--- src/inc/dicc_pkg.sv ---
// constants and types shared by the input conditioning and capture block
package dicc_pkg;
  // object indices of the three register groups
  localparam logic [15:0] IDX_INPUT_CTRL = 16'h3240;
  localparam logic [15:0] IDX_CAPTURE = 16'h3241;
  localparam logic [15:0] IDX_ROUTING = 16'h3242;
  // input control group subindices
  localparam logic [7:0] SUB_ENTRIES = 8'h00;
  localparam logic [7:0] SUB_SPECIAL_ON = 8'h01;
  localparam logic [7:0] SUB_POLARITY = 8'h02;
  localparam logic [7:0] SUB_OVERRIDE_ON = 8'h03;
  localparam logic [7:0] SUB_OVERRIDE_LVL = 8'h04;
  localparam logic [7:0] SUB_UNMODIFIED = 8'h05;
  localparam logic [7:0] SUB_THRESHOLD = 8'h06;
  localparam logic [7:0] SUB_DIFF = 8'h07;
  localparam logic [7:0] SUB_ROUTING_ON = 8'h08;
  // capture group subindices
  localparam logic [7:0] SUB_CAP_CTRL = 8'h01;
  localparam logic [7:0] SUB_CAP_COUNT = 8'h02;
  localparam logic [7:0] SUB_CAP_USER = 8'h03;
  localparam logic [7:0] SUB_CAP_SENSOR = 8'h04;
  // read-only entry counts
  localparam logic [7:0] INPUT_CTRL_ENTRIES = 8'h08;
  localparam logic [7:0] CAPTURE_ENTRIES = 8'h04;
  localparam logic [7:0] ROUTING_ENTRIES = 8'h24;
  // reset values
  localparam logic [31:0] WORD_RESET = 32'h00000000;
  localparam logic [7:0] ROUTE_RESET = 8'h00;
  // input counts and special function bit positions
  localparam int NUM_INPUTS = 16;
  localparam int NUM_ROUTES = 36;
  localparam int SF_NEG_LIMIT = 0;
  localparam int SF_POS_LIMIT = 1;
  localparam int SF_HOME = 2;
  // inputs 1 and 2 act as clock and direction in that drive mode
  localparam logic [15:0] CLKDIR_MASK = 16'h0003;
  // routing source codes
  localparam logic [6:0] SRC_ZERO = 7'h00;
  localparam logic [6:0] SRC_ENC_FIRST = 7'h44;
  localparam logic [6:0] SRC_ENC_LAST = 7'h47;
  localparam int SRC_INVERT_BIT = 7;
  // capture trigger selection
  typedef enum logic [1:0] {CAP_OFF, CAP_RISE, CAP_FALL, CAP_BOTH} dicc_capmode_t;
endpackage : dicc_pkg

--- src/inc/dicc_cap_if.sv ---
// link between the conditioning top and the capture unit
`timescale 1ns/100ps
interface dicc_cap_if;
  logic level; // raw sample of input 1, before override and polarity
  logic wrCtrl; // write strobes per capture entry
  logic wrCount;
  logic wrUser;
  logic wrSensor;
  logic [31:0] wrData; // write data for the strobes
  logic [31:0] userPos; // live position in user units
  logic [31:0] sensorPos; // live unscaled sensor position
  logic [31:0] ctrl; // stored trigger selection
  logic [31:0] count; // captures since start
  logic [31:0] capUser; // captured user position
  logic [31:0] capSensor; // captured sensor position
  logic capHit; // one-cycle capture pulse
  modport top (output level, wrCtrl, wrCount, wrUser, wrSensor, wrData, userPos,
    sensorPos, input ctrl, count, capUser, capSensor, capHit);
  modport cap (input level, wrCtrl, wrCount, wrUser, wrSensor, wrData, userPos,
    sensorPos, output ctrl, count, capUser, capSensor, capHit);
endinterface : dicc_cap_if

--- src/verilog/dicc_top.sv ---
// digital input conditioning, routing and capture, object dictionary access
`timescale 1ns/100ps
module dicc_top
  import dicc_pkg::*;
(
  input wire logic clk,
  input wire logic rst_b,
  // physical inputs 1 to 16, bit 0 is input 1
  input wire logic [15:0] physIn,
  // encoder and supply signals usable as routing sources
  input wire logic encA,
  input wire logic encB,
  input wire logic encIndex,
  input wire logic usbPower,
  // high while inputs 1 and 2 serve as clock and direction
  input wire logic clkDirMode,
  // live positions for capture
  input wire logic [31:0] actualUserPos,
  input wire logic [31:0] sensorRawPos,
  // object dictionary access port
  input wire logic [15:0] objIndex,
  input wire logic [7:0] objSub,
  input wire logic objWrite,
  input wire logic objRead,
  input wire logic [31:0] objWrData,
  output logic [31:0] objRdData,
  output logic objRdValid,
  output logic objAccessErr,
  // conditioned results
  output logic [31:0] inputStatus,
  output logic negLimitActive,
  output logic posLimitActive,
  output logic homeActive,
  output logic [31:0] thresholdSel,
  output logic [31:0] diffSel,
  output logic captureEvent
);
  // settings registers
  logic [31:0] specialOn_q; // special function enables
  logic [31:0] polarity_q; // normally closed selection
  logic [31:0] overrideOn_q; // software forcing enables
  logic [31:0] overrideLvl_q; // forced levels
  logic [31:0] threshold_q; // 24 V threshold selection
  logic [31:0] diff_q; // differential selection
  logic [31:0] routingOn_q; // routing enable word
  logic [7:0] route_q [NUM_ROUTES]; // routing source per status bit
  // sampled and conditioned levels
  logic [15:0] rawSample_q; // sampled physical inputs
  logic [3:0] encSample_q; // sampled A, B, index, usb power
  logic [15:0] forced; // after override
  logic [15:0] polMask; // polarity bits that may act
  logic [15:0] logical; // after polarity
  logic [31:0] status_d; // status word before the flop
  logic [31:0] status_q;
  logic negLimit_q;
  logic posLimit_q;
  logic home_q;
  // access port state
  logic [31:0] rdData_d;
  logic [31:0] rdData_q;
  logic rdValid_q;
  logic err_q;
  logic hitCtrl; // access to input control group
  logic hitCap; // access to capture group
  logic hitRoute; // access to routing group
  logic subOk; // subindex exists in its group
  logic subWritable; // subindex accepts writes
  logic wrOk; // accepted write this cycle
  logic [5:0] routeSel; // routing entry addressed, 0 based
  logic [7:0] routeSubMinus; // subindex minus one
  // capture unit link
  dicc_cap_if capLink ();

  // routing source lookup, unknown codes give 0
  function automatic logic routeSource(input logic [7:0] code, input logic [15:0] lv,
      input logic [3:0] enc);
    logic [6:0] base;
    logic val;
    base = code[6:0];
    val = 1'b0;
    if (base == SRC_ZERO) begin
      val = code[SRC_INVERT_BIT];
    end else if (base <= 7'(NUM_INPUTS)) begin
      // physical input n, optionally inverted
      val = lv[4'(base - 7'h01)] ^ code[SRC_INVERT_BIT];
    end else if (base >= SRC_ENC_FIRST && base <= SRC_ENC_LAST) begin
      // encoder signals and usb power
      val = enc[2'(base - SRC_ENC_FIRST)] ^ code[SRC_INVERT_BIT];
    end
    return val;
  endfunction : routeSource

  // sample physical inputs every cycle
  // sampled levels, untouched
  always_ff @(posedge clk or negedge rst_b) begin
    if (!rst_b) begin
      rawSample_q <= 16'h0000;
      encSample_q <= 4'h0;
    end else begin
      rawSample_q <= physIn;
      encSample_q <= {usbPower, encIndex, encB, encA};
    end
  end

  // override replaces the sampled level bit by bit
  // override drops physical level
  assign forced = (rawSample_q & ~overrideOn_q[15:0]) | (overrideLvl_q[15:0] & overrideOn_q[15:0]);

  // clock and direction inputs never inverted
  // spare clock/direction inputs
  assign polMask = clkDirMode ? (polarity_q[15:0] & ~CLKDIR_MASK) : polarity_q[15:0];

  // normally closed inputs read inverted, bit 0 is input 1
  // polarity inversion
  assign logical = forced ^ polMask;

  // status word, direct or through routing
  // routing enable
  always_comb begin
    status_d = {16'h0000, logical};
    if (routingOn_q[0]) begin
      for (int n = 0; n < 32; n++) begin
        status_d[n] = routeSource(route_q[n], logical, encSample_q);
      end
    end
  end

  // status and special function flags
  // enable bit gates function
  always_ff @(posedge clk or negedge rst_b) begin
    if (!rst_b) begin
      status_q <= WORD_RESET;
      negLimit_q <= 1'b0;
      posLimit_q <= 1'b0;
      home_q <= 1'b0;
    end else begin
      status_q <= status_d;
      negLimit_q <= specialOn_q[SF_NEG_LIMIT] & logical[SF_NEG_LIMIT];
      posLimit_q <= specialOn_q[SF_POS_LIMIT] & logical[SF_POS_LIMIT];
      home_q <= specialOn_q[SF_HOME] & logical[SF_HOME];
    end
  end

  // address decode
  assign hitCtrl = objIndex == IDX_INPUT_CTRL;
  assign hitCap = objIndex == IDX_CAPTURE;
  assign hitRoute = objIndex == IDX_ROUTING;
  assign routeSubMinus = objSub - 8'h01;
  assign routeSel = routeSubMinus[5:0];

  // which subindices exist and which take writes
  always_comb begin
    subOk = 1'b0;
    subWritable = 1'b0;
    if (hitCtrl) begin
      subOk = objSub <= INPUT_CTRL_ENTRIES;
      // unmodified word ignores writes but takes them without error
      subWritable = subOk && objSub != SUB_ENTRIES;
    end else if (hitCap) begin
      subOk = objSub <= CAPTURE_ENTRIES;
      subWritable = subOk && objSub != SUB_ENTRIES;
    end else if (hitRoute) begin
      subOk = objSub <= ROUTING_ENTRIES;
      subWritable = subOk && objSub != SUB_ENTRIES;
    end
  end

  assign wrOk = objWrite && subWritable;

  // input control settings
  // threshold bits stored
  always_ff @(posedge clk or negedge rst_b) begin
    if (!rst_b) begin
      specialOn_q <= WORD_RESET;
      polarity_q <= WORD_RESET;
      overrideOn_q <= WORD_RESET;
      overrideLvl_q <= WORD_RESET;
      threshold_q <= WORD_RESET;
      diff_q <= WORD_RESET;
      routingOn_q <= WORD_RESET;
    end else if (wrOk && hitCtrl) begin
      unique case (objSub)
        SUB_SPECIAL_ON: specialOn_q <= objWrData;
        SUB_POLARITY: polarity_q <= objWrData;
        SUB_OVERRIDE_ON: overrideOn_q <= objWrData;
        SUB_OVERRIDE_LVL: overrideLvl_q <= objWrData;
        SUB_THRESHOLD: threshold_q <= objWrData;
        SUB_DIFF: diff_q <= objWrData;
        SUB_ROUTING_ON: routingOn_q <= objWrData;
        default: ; // unmodified word, writes dropped
      endcase
    end
  end

  // routing table
  always_ff @(posedge clk or negedge rst_b) begin
    if (!rst_b) begin
      for (int n = 0; n < NUM_ROUTES; n++) begin
        route_q[n] <= ROUTE_RESET;
      end
    end else if (wrOk && hitRoute) begin
      route_q[routeSel] <= objWrData[7:0];
    end
  end

  // capture unit hookup
  assign capLink.level = rawSample_q[0];
  assign capLink.wrCtrl = wrOk && hitCap && objSub == SUB_CAP_CTRL;
  assign capLink.wrCount = wrOk && hitCap && objSub == SUB_CAP_COUNT;
  assign capLink.wrUser = wrOk && hitCap && objSub == SUB_CAP_USER;
  assign capLink.wrSensor = wrOk && hitCap && objSub == SUB_CAP_SENSOR;
  assign capLink.wrData = objWrData;
  assign capLink.userPos = actualUserPos;
  assign capLink.sensorPos = sensorRawPos;

  dicc_capture uCapture (
    .clk(clk),
    .rst_b(rst_b),
    .capIf(capLink.cap)
  );

  // read data selection
  always_comb begin
    rdData_d = WORD_RESET;
    if (hitCtrl) begin
      unique case (objSub)
        SUB_ENTRIES: rdData_d = {24'h000000, INPUT_CTRL_ENTRIES};
        SUB_SPECIAL_ON: rdData_d = specialOn_q;
        SUB_POLARITY: rdData_d = polarity_q;
        SUB_OVERRIDE_ON: rdData_d = overrideOn_q;
        SUB_OVERRIDE_LVL: rdData_d = overrideLvl_q;
        SUB_UNMODIFIED: rdData_d = {16'h0000, rawSample_q};
        SUB_THRESHOLD: rdData_d = threshold_q;
        SUB_DIFF: rdData_d = diff_q;
        SUB_ROUTING_ON: rdData_d = routingOn_q;
        default: rdData_d = WORD_RESET; // missing subindex
      endcase
    end else if (hitCap) begin
      unique case (objSub)
        SUB_ENTRIES: rdData_d = {24'h000000, CAPTURE_ENTRIES};
        SUB_CAP_CTRL: rdData_d = capLink.ctrl;
        SUB_CAP_COUNT: rdData_d = capLink.count;
        SUB_CAP_USER: rdData_d = capLink.capUser;
        SUB_CAP_SENSOR: rdData_d = capLink.capSensor;
        default: rdData_d = WORD_RESET; // missing subindex
      endcase
    end else if (hitRoute) begin
      if (objSub == SUB_ENTRIES) begin
        rdData_d = {24'h000000, ROUTING_ENTRIES};
      end else if (subOk) begin
        rdData_d = {24'h000000, route_q[routeSel]};
      end
    end
  end

  // access answer one cycle after the request
  always_ff @(posedge clk or negedge rst_b) begin
    if (!rst_b) begin
      rdData_q <= WORD_RESET;
      rdValid_q <= 1'b0;
      err_q <= 1'b0;
    end else begin
      rdValid_q <= objRead && subOk;
      rdData_q <= objRead ? rdData_d : rdData_q;
      // unknown object or write to a read-only entry
      err_q <= (objRead && !subOk) || (objWrite && !subWritable);
    end
  end

  // outputs, all from flops
  assign objRdData = rdData_q;
  assign objRdValid = rdValid_q;
  assign objAccessErr = err_q;
  assign inputStatus = status_q;
  assign negLimitActive = negLimit_q;
  assign posLimitActive = posLimit_q;
  assign homeActive = home_q;
  assign thresholdSel = threshold_q;
  assign diffSel = diff_q;
  assign captureEvent = capLink.capHit;
endmodule : dicc_top

--- src/verilog/dicc_capture.sv ---
// position capture on edges of digital input 1
`timescale 1ns/100ps
module dicc_capture
  import dicc_pkg::*;
(
  input wire logic clk,
  input wire logic rst_b,
  dicc_cap_if.cap capIf
);
  logic levelPrev_q; // previous sample of input 1
  logic seen_q; // sampled input holds a real level
  logic primed_q; // a previous sample exists
  logic [31:0] ctrl_q; // trigger selection
  logic [31:0] count_q; // capture counter
  logic [31:0] capUser_q; // captured user position
  logic [31:0] capSensor_q; // captured sensor position
  logic hit_q; // capture pulse
  dicc_capmode_t mode; // decoded trigger
  logic rise; // rising edge seen
  logic fall; // falling edge seen
  logic hit; // qualifying edge this cycle
  logic restart; // control written with 1, 2 or 3

  // decode trigger, values above 3 leave capture off
  // trigger select decode
  always_comb begin
    mode = (ctrl_q[31:2] == 30'h0) ? dicc_capmode_t'(ctrl_q[1:0]) : CAP_OFF;
  end

  assign rise = primed_q & capIf.level & ~levelPrev_q;
  assign fall = primed_q & ~capIf.level & levelPrev_q;

  // pick the edge the trigger asks for
  // capture on input 1 edge
  always_comb begin
    unique case (mode)
      CAP_OFF: hit = 1'b0;
      CAP_RISE: hit = rise;
      CAP_FALL: hit = fall;
      CAP_BOTH: hit = rise | fall;
    endcase
  end

  assign restart = capIf.wrCtrl && capIf.wrData[31:2] == 30'h0 && capIf.wrData[1:0] != 2'h0;

  // sample history, primed once the previous sample is a real one
  // avoids a false edge when input 1 idles high after reset
  always_ff @(posedge clk or negedge rst_b) begin
    if (!rst_b) begin
      levelPrev_q <= 1'b0;
      seen_q <= 1'b0;
      primed_q <= 1'b0;
    end else begin
      levelPrev_q <= capIf.level;
      seen_q <= 1'b1;
      primed_q <= seen_q;
    end
  end

  // trigger selection register
  always_ff @(posedge clk or negedge rst_b) begin
    if (!rst_b) ctrl_q <= WORD_RESET;
    else if (capIf.wrCtrl) ctrl_q <= capIf.wrData;
  end

  // counter, a capture in the same cycle as a clear counts from zero, leaving 1
  // count captures, clear on restart
  always_ff @(posedge clk or negedge rst_b) begin
    if (!rst_b) count_q <= WORD_RESET;
    else if (hit) count_q <= restart ? 32'h00000001 : count_q + 32'h00000001;
    else if (restart) count_q <= WORD_RESET;
    else if (capIf.wrCount) count_q <= capIf.wrData;
  end

  // captured positions, a capture beats a software write
  // store user position
  always_ff @(posedge clk or negedge rst_b) begin
    if (!rst_b) begin
      capUser_q <= WORD_RESET;
      capSensor_q <= WORD_RESET;
      hit_q <= 1'b0;
    end else begin
      hit_q <= hit;
      if (hit) capUser_q <= capIf.userPos;
      else if (capIf.wrUser) capUser_q <= capIf.wrData;
      if (hit) capSensor_q <= capIf.sensorPos;
      else if (capIf.wrSensor) capSensor_q <= capIf.wrData;
    end
  end

  assign capIf.ctrl = ctrl_q;
  assign capIf.count = count_q;
  assign capIf.capUser = capUser_q;
  assign capIf.capSensor = capSensor_q;
  assign capIf.capHit = hit_q;
endmodule : dicc_capture

--- config.mk ---
export PLATFORM = sky130hd
export DESIGN_NAME = dicc_top
export DESIGN_NICKNAME = d
export VERILOG_FILES = /design/src/inc/dicc_pkg.sv /design/src/inc/dicc_cap_if.sv /design/src/verilog/dicc_top.sv /design/src/verilog/dicc_capture.sv
export SDC_FILE = /design/constraint.sdc
export NUM_CORES = 2
export LEC_CHECK = 0
export ABC_CLOCK_PERIOD_IN_PS = 7200
export BUFFER_PORTS_ARGS = -buffer_cell sky130_fd_sc_hd__buf_2
export CAP_MARGIN = 20
export CORE_MARGIN = 1.5
export CORE_UTILIZATION = 45
export DETAILED_ROUTE_END_ITERATION = 6
export GPL_TIMING_DRIVEN = 0
export SKIP_LAST_GASP = 1
export SLEW_MARGIN = 0
export SYNTH_ARGS = -nofsm -noshare
export SYNTH_HDL_FRONTEND = slang
export SYNTH_SLANG_ARGS = --single-unit
--- constraint.sdc ---
create_clock -name clk -period 7.2 [get_ports clk]
set_clock_uncertainty 0.05 [all_clocks]
set_input_delay 0.36 -clock clk [delete_from_list [all_inputs] [get_ports clk]]
set_output_delay 0.36 -clock clk [all_outputs]
set_load 0.1 [all_outputs]
==> impl_metrics.env <==
export IMPL_path_clk_slew_ns=0.06
export IMPL_drive_above_1_share=0.2721
export IMPL_violations="DRC"
export IMPL_synth_nets=4215
export IMPL_slew_violations=0
export IMPL_ios=279
export IMPL_layout_common_cells="dfrtp_1 (733), mux2_2 (524), buf_2 (301), nand2_1 (266), nor2_1 (265)"
export IMPL_worstMarginPinSlew_ns=1.346
export IMPL_numCtsBuffers=84
export IMPL_synth_cell_type_count=91
export IMPL_synth_top_area_cell="dfrtp_1"
export IMPL_dr_pass1_iters=7
export IMPL_cts_path_max_buffers=3
export IMPL_h_tree_depth=3
export IMPL_setup_viol_count_final=0
export IMPL_routed_wl_mm=206.0
export IMPL_grt_overflow=0
export IMPL_post_cts_repair_setup_buffers=0
export IMPL_p_seq_frac=0.412
export IMPL_synth_top_area_frac=0.4215
export IMPL_fin_util=0.5401
export IMPL_port_buffers=271
export IMPL_mostFrequentLayoutCell="dfrtp_1"
export IMPL_syn_cell_area_um2=43510
export IMPL_synth_edf_count=0
export IMPL_syn_inst=4000
export IMPL_core_area_um2=95440
export IMPL_wl_per_cell_um=35.13
export IMPL_synth_main_ff_cell="dfrtp_1"
export IMPL_yosysSeqAreaShare=0.4215
export IMPL_cts_tree="yes"
export IMPL_drc=11
export IMPL_start_util=0.4560
export IMPL_stdcell_area_um2=51550
export IMPL_arrival_ns=6.77
export IMPL_grt_pass1_wl_mm=288.9
export IMPL_end_kind="flip-flop"
export IMPL_placed_area_um2=47290
export IMPL_peakVddDrop_uv=190.1
export IMPL_finalCritPeriodShare=0.8593
export IMPL_ys_seq_elements=733
export IMPL_gp_congestion=1.057
export IMPL_clkPwrFrac=0.470
export IMPL_vias=39770
export IMPL_die_w_um=314.0
export IMPL_slew_headroom=0.09615
export IMPL_clk_latency_ns=0.71
export IMPL_antenna_found_initial=23
export IMPL_p_leak_nw=23.11
export IMPL_hpwlAfterDp_mm=150.9
export IMPL_drt_iter0_markers=5386
export IMPL_rrSetupSlack_ns=2.36
export IMPL_p_per_area_nw_per_um2=197.4
export IMPL_period_needed_ns=6.187
export IMPL_cts_root_buf="clkbuf_16"
export IMPL_track_usage=0.4126
export IMPL_async_reset_ff_frac=1.000
export IMPL_cp_start_kind="input pin"
export IMPL_pwr_share_comb=0.118
export IMPL_switchingPower_mw=2.885
export IMPL_power_total_mw=10.17
export IMPL_min_path_type="in2reg"
export IMPL_rsz0062_at_grt="false"
export IMPL_hold_viol=0
export IMPL_fillCellCount=8573
export IMPL_ys_warn_count=0
export IMPL_cap_violations=0
export IMPL_grt_pass1_vias=38370
export IMPL_syn2layout_area_growth_pct=18.46
export IMPL_syn_avg_cell_area_um2=10.88
export IMPL_die_area_um2=98570
export IMPL_required_ns=7.78
export IMPL_cts_sinks=733
export IMPL_critPathKind="in2reg"
export IMPL_avgViaCountPerCell=6.781
export IMPL_grt_max_degree=116
export IMPL_dieHeight_um=314.0
export IMPL_placementRows=113
export IMPL_ant_nets=0
export IMPL_p_int_mw=7.290
export IMPL_final_nets=4733
export IMPL_status="finished, violations left"
export IMPL_max_freq_mhz=161.6
export IMPL_p_sw_frac=0.2835
export IMPL_critPathMaxFanout=10
export IMPL_synth_area_top_cells="dfrtp_1 (42%), mux2_2 (14%), mux4_2 (6.9%)"
[final timing paths]
path	from	endpoint	depth (start not counted)
max	objSub[0]	objRdData[3]	13
min	actualUserPos[31]	uCapture.capIf.capUser[31]	3
max reg2reg	overrideOn_q[2]	inputStatus[17]	9
min reg2reg	uCapture.seen_q	uCapture.primed_q	0
max in group asynchronous	rst_b	diffSel[28]	4
min in group asynchronous	rst_b	route_q[112]	2
[per-layer routing]
layer  routed length (um)  vias to the layer above  GRT usage
li1                     -                    16250          -
met1                76600                    20110     0.5119
met2                90060                     2638     0.6198
met3                21710                      750     0.1144
met4                17530                       22     0.2960
met5                  138                        -          0
[what timing repair did]
item                                    4_1_cts  5_1_grt
endpoints found under the hold margin       182        0
hold buffers                                105        0
resized for setup                             0        0
endpoints found under the setup margin        0        0
[worst max-delay path, stage by stage]
cell	delay, ns
buf_2	0.28
clkinv_1	0.56
clkbuf_1	0.36
buf_8	0.22
ha_1	0.33
xor2_1	1.05
clkbuf_1	0.92
clkbuf_1	0.78
o221ai_1	0.24
o21ai_0	0.25
a21boi_0	0.40
o311ai_1	0.78
o21a_1	0.21
[cell usage after synthesis, drive strengths merged (52+ instances only)]
cell type  instances
clkbuf           247
nor4              52
nand2            283
a21oi            240
buf               65
a222oi            64
dfrtp            733
nor3             123
inv               86
nand3             78
xnor2             57
a22oi             58
ha                70
xor2              56
mux2             527
mux4             133
mux2i            168
o21ai            106
nor2             268
[area by class of cell]
cell class                      count  area [um2]  area share
Tap cell                         1265        1583     0.03070
Inverter                           99       371.6    0.007209
Clock buffer                      119        2486     0.04823
Clock inverter                     36       588.1     0.01141
Timing Repair Buffer              432        3262     0.06328
Antenna cell                       12       30.03   0.0005825
Multi-Input combinational cell   2856       23650      0.4588
Sequential cell                   733       18340      0.3558
Buffer                            312        1235     0.02396
[sequential cells by signal, indices dropped and copies added, names as in the netlist, 32 cells and up]
name,count
route_q,288
diffSel,32
inputStatus,32
objRdData,32
overrideLvl_q,32
overrideOn_q,32
polarity_q,32
routingOn_q,32
specialOn_q,32
thresholdSel,32
uCapture.capIf.capSensor,32
uCapture.capIf.capUser,32
uCapture.capIf.count,32
uCapture.capIf.ctrl,32
[power groups by stage]
stage / Clock, mW / Combinational (mW) / Sequential (mW)
after floorplan: 0 / 0.376 / 4.38
after global placement: 0 / 1.05 / 4.27
after detailed placement: 0 / 1.09 / 4.26
after CTS: 4.83 / 1.14 / 4.19
after global routing: 4.98 / 1.20 / 4.19
final: 4.78 / 1.20 / 4.19
[stage by stage]
stage / instances / hold WS, ns / setup slack [ns] / TNS (ns)
2_1_floorplan: 4000 / 0.01441 / 4.093 / 0
5_1_grt: 5853 / 0.03020 / 1.389 / 0
3_5_place_dp: 5584 / 0.2920 / 0.6454 / 0
6_report: 5864 / 0.02112 / 1.013 / 0
4_1_cts: 5844 / 0.01016 / 1.386 / 0
3_3_place_gp: 5536 / 0.2815 / -10.68 / -7688.80
[logic make-up after synthesis]
kind of cell	Yosys count	share of synthesized area
XOR/XNOR	113	0.02274
multiplexers	828	0.2439
AO/OA/AOI/OAI	840	0.1343
adder cells (fa/ha/maj)	70	0.02013
buffers and inverters	411	0.03692
flip-flops	733	0.4215
other	1	0.00008618
AND/OR/NAND/NOR	1004	0.1204
No activity file was read; power rests on OpenSTA's default activity.
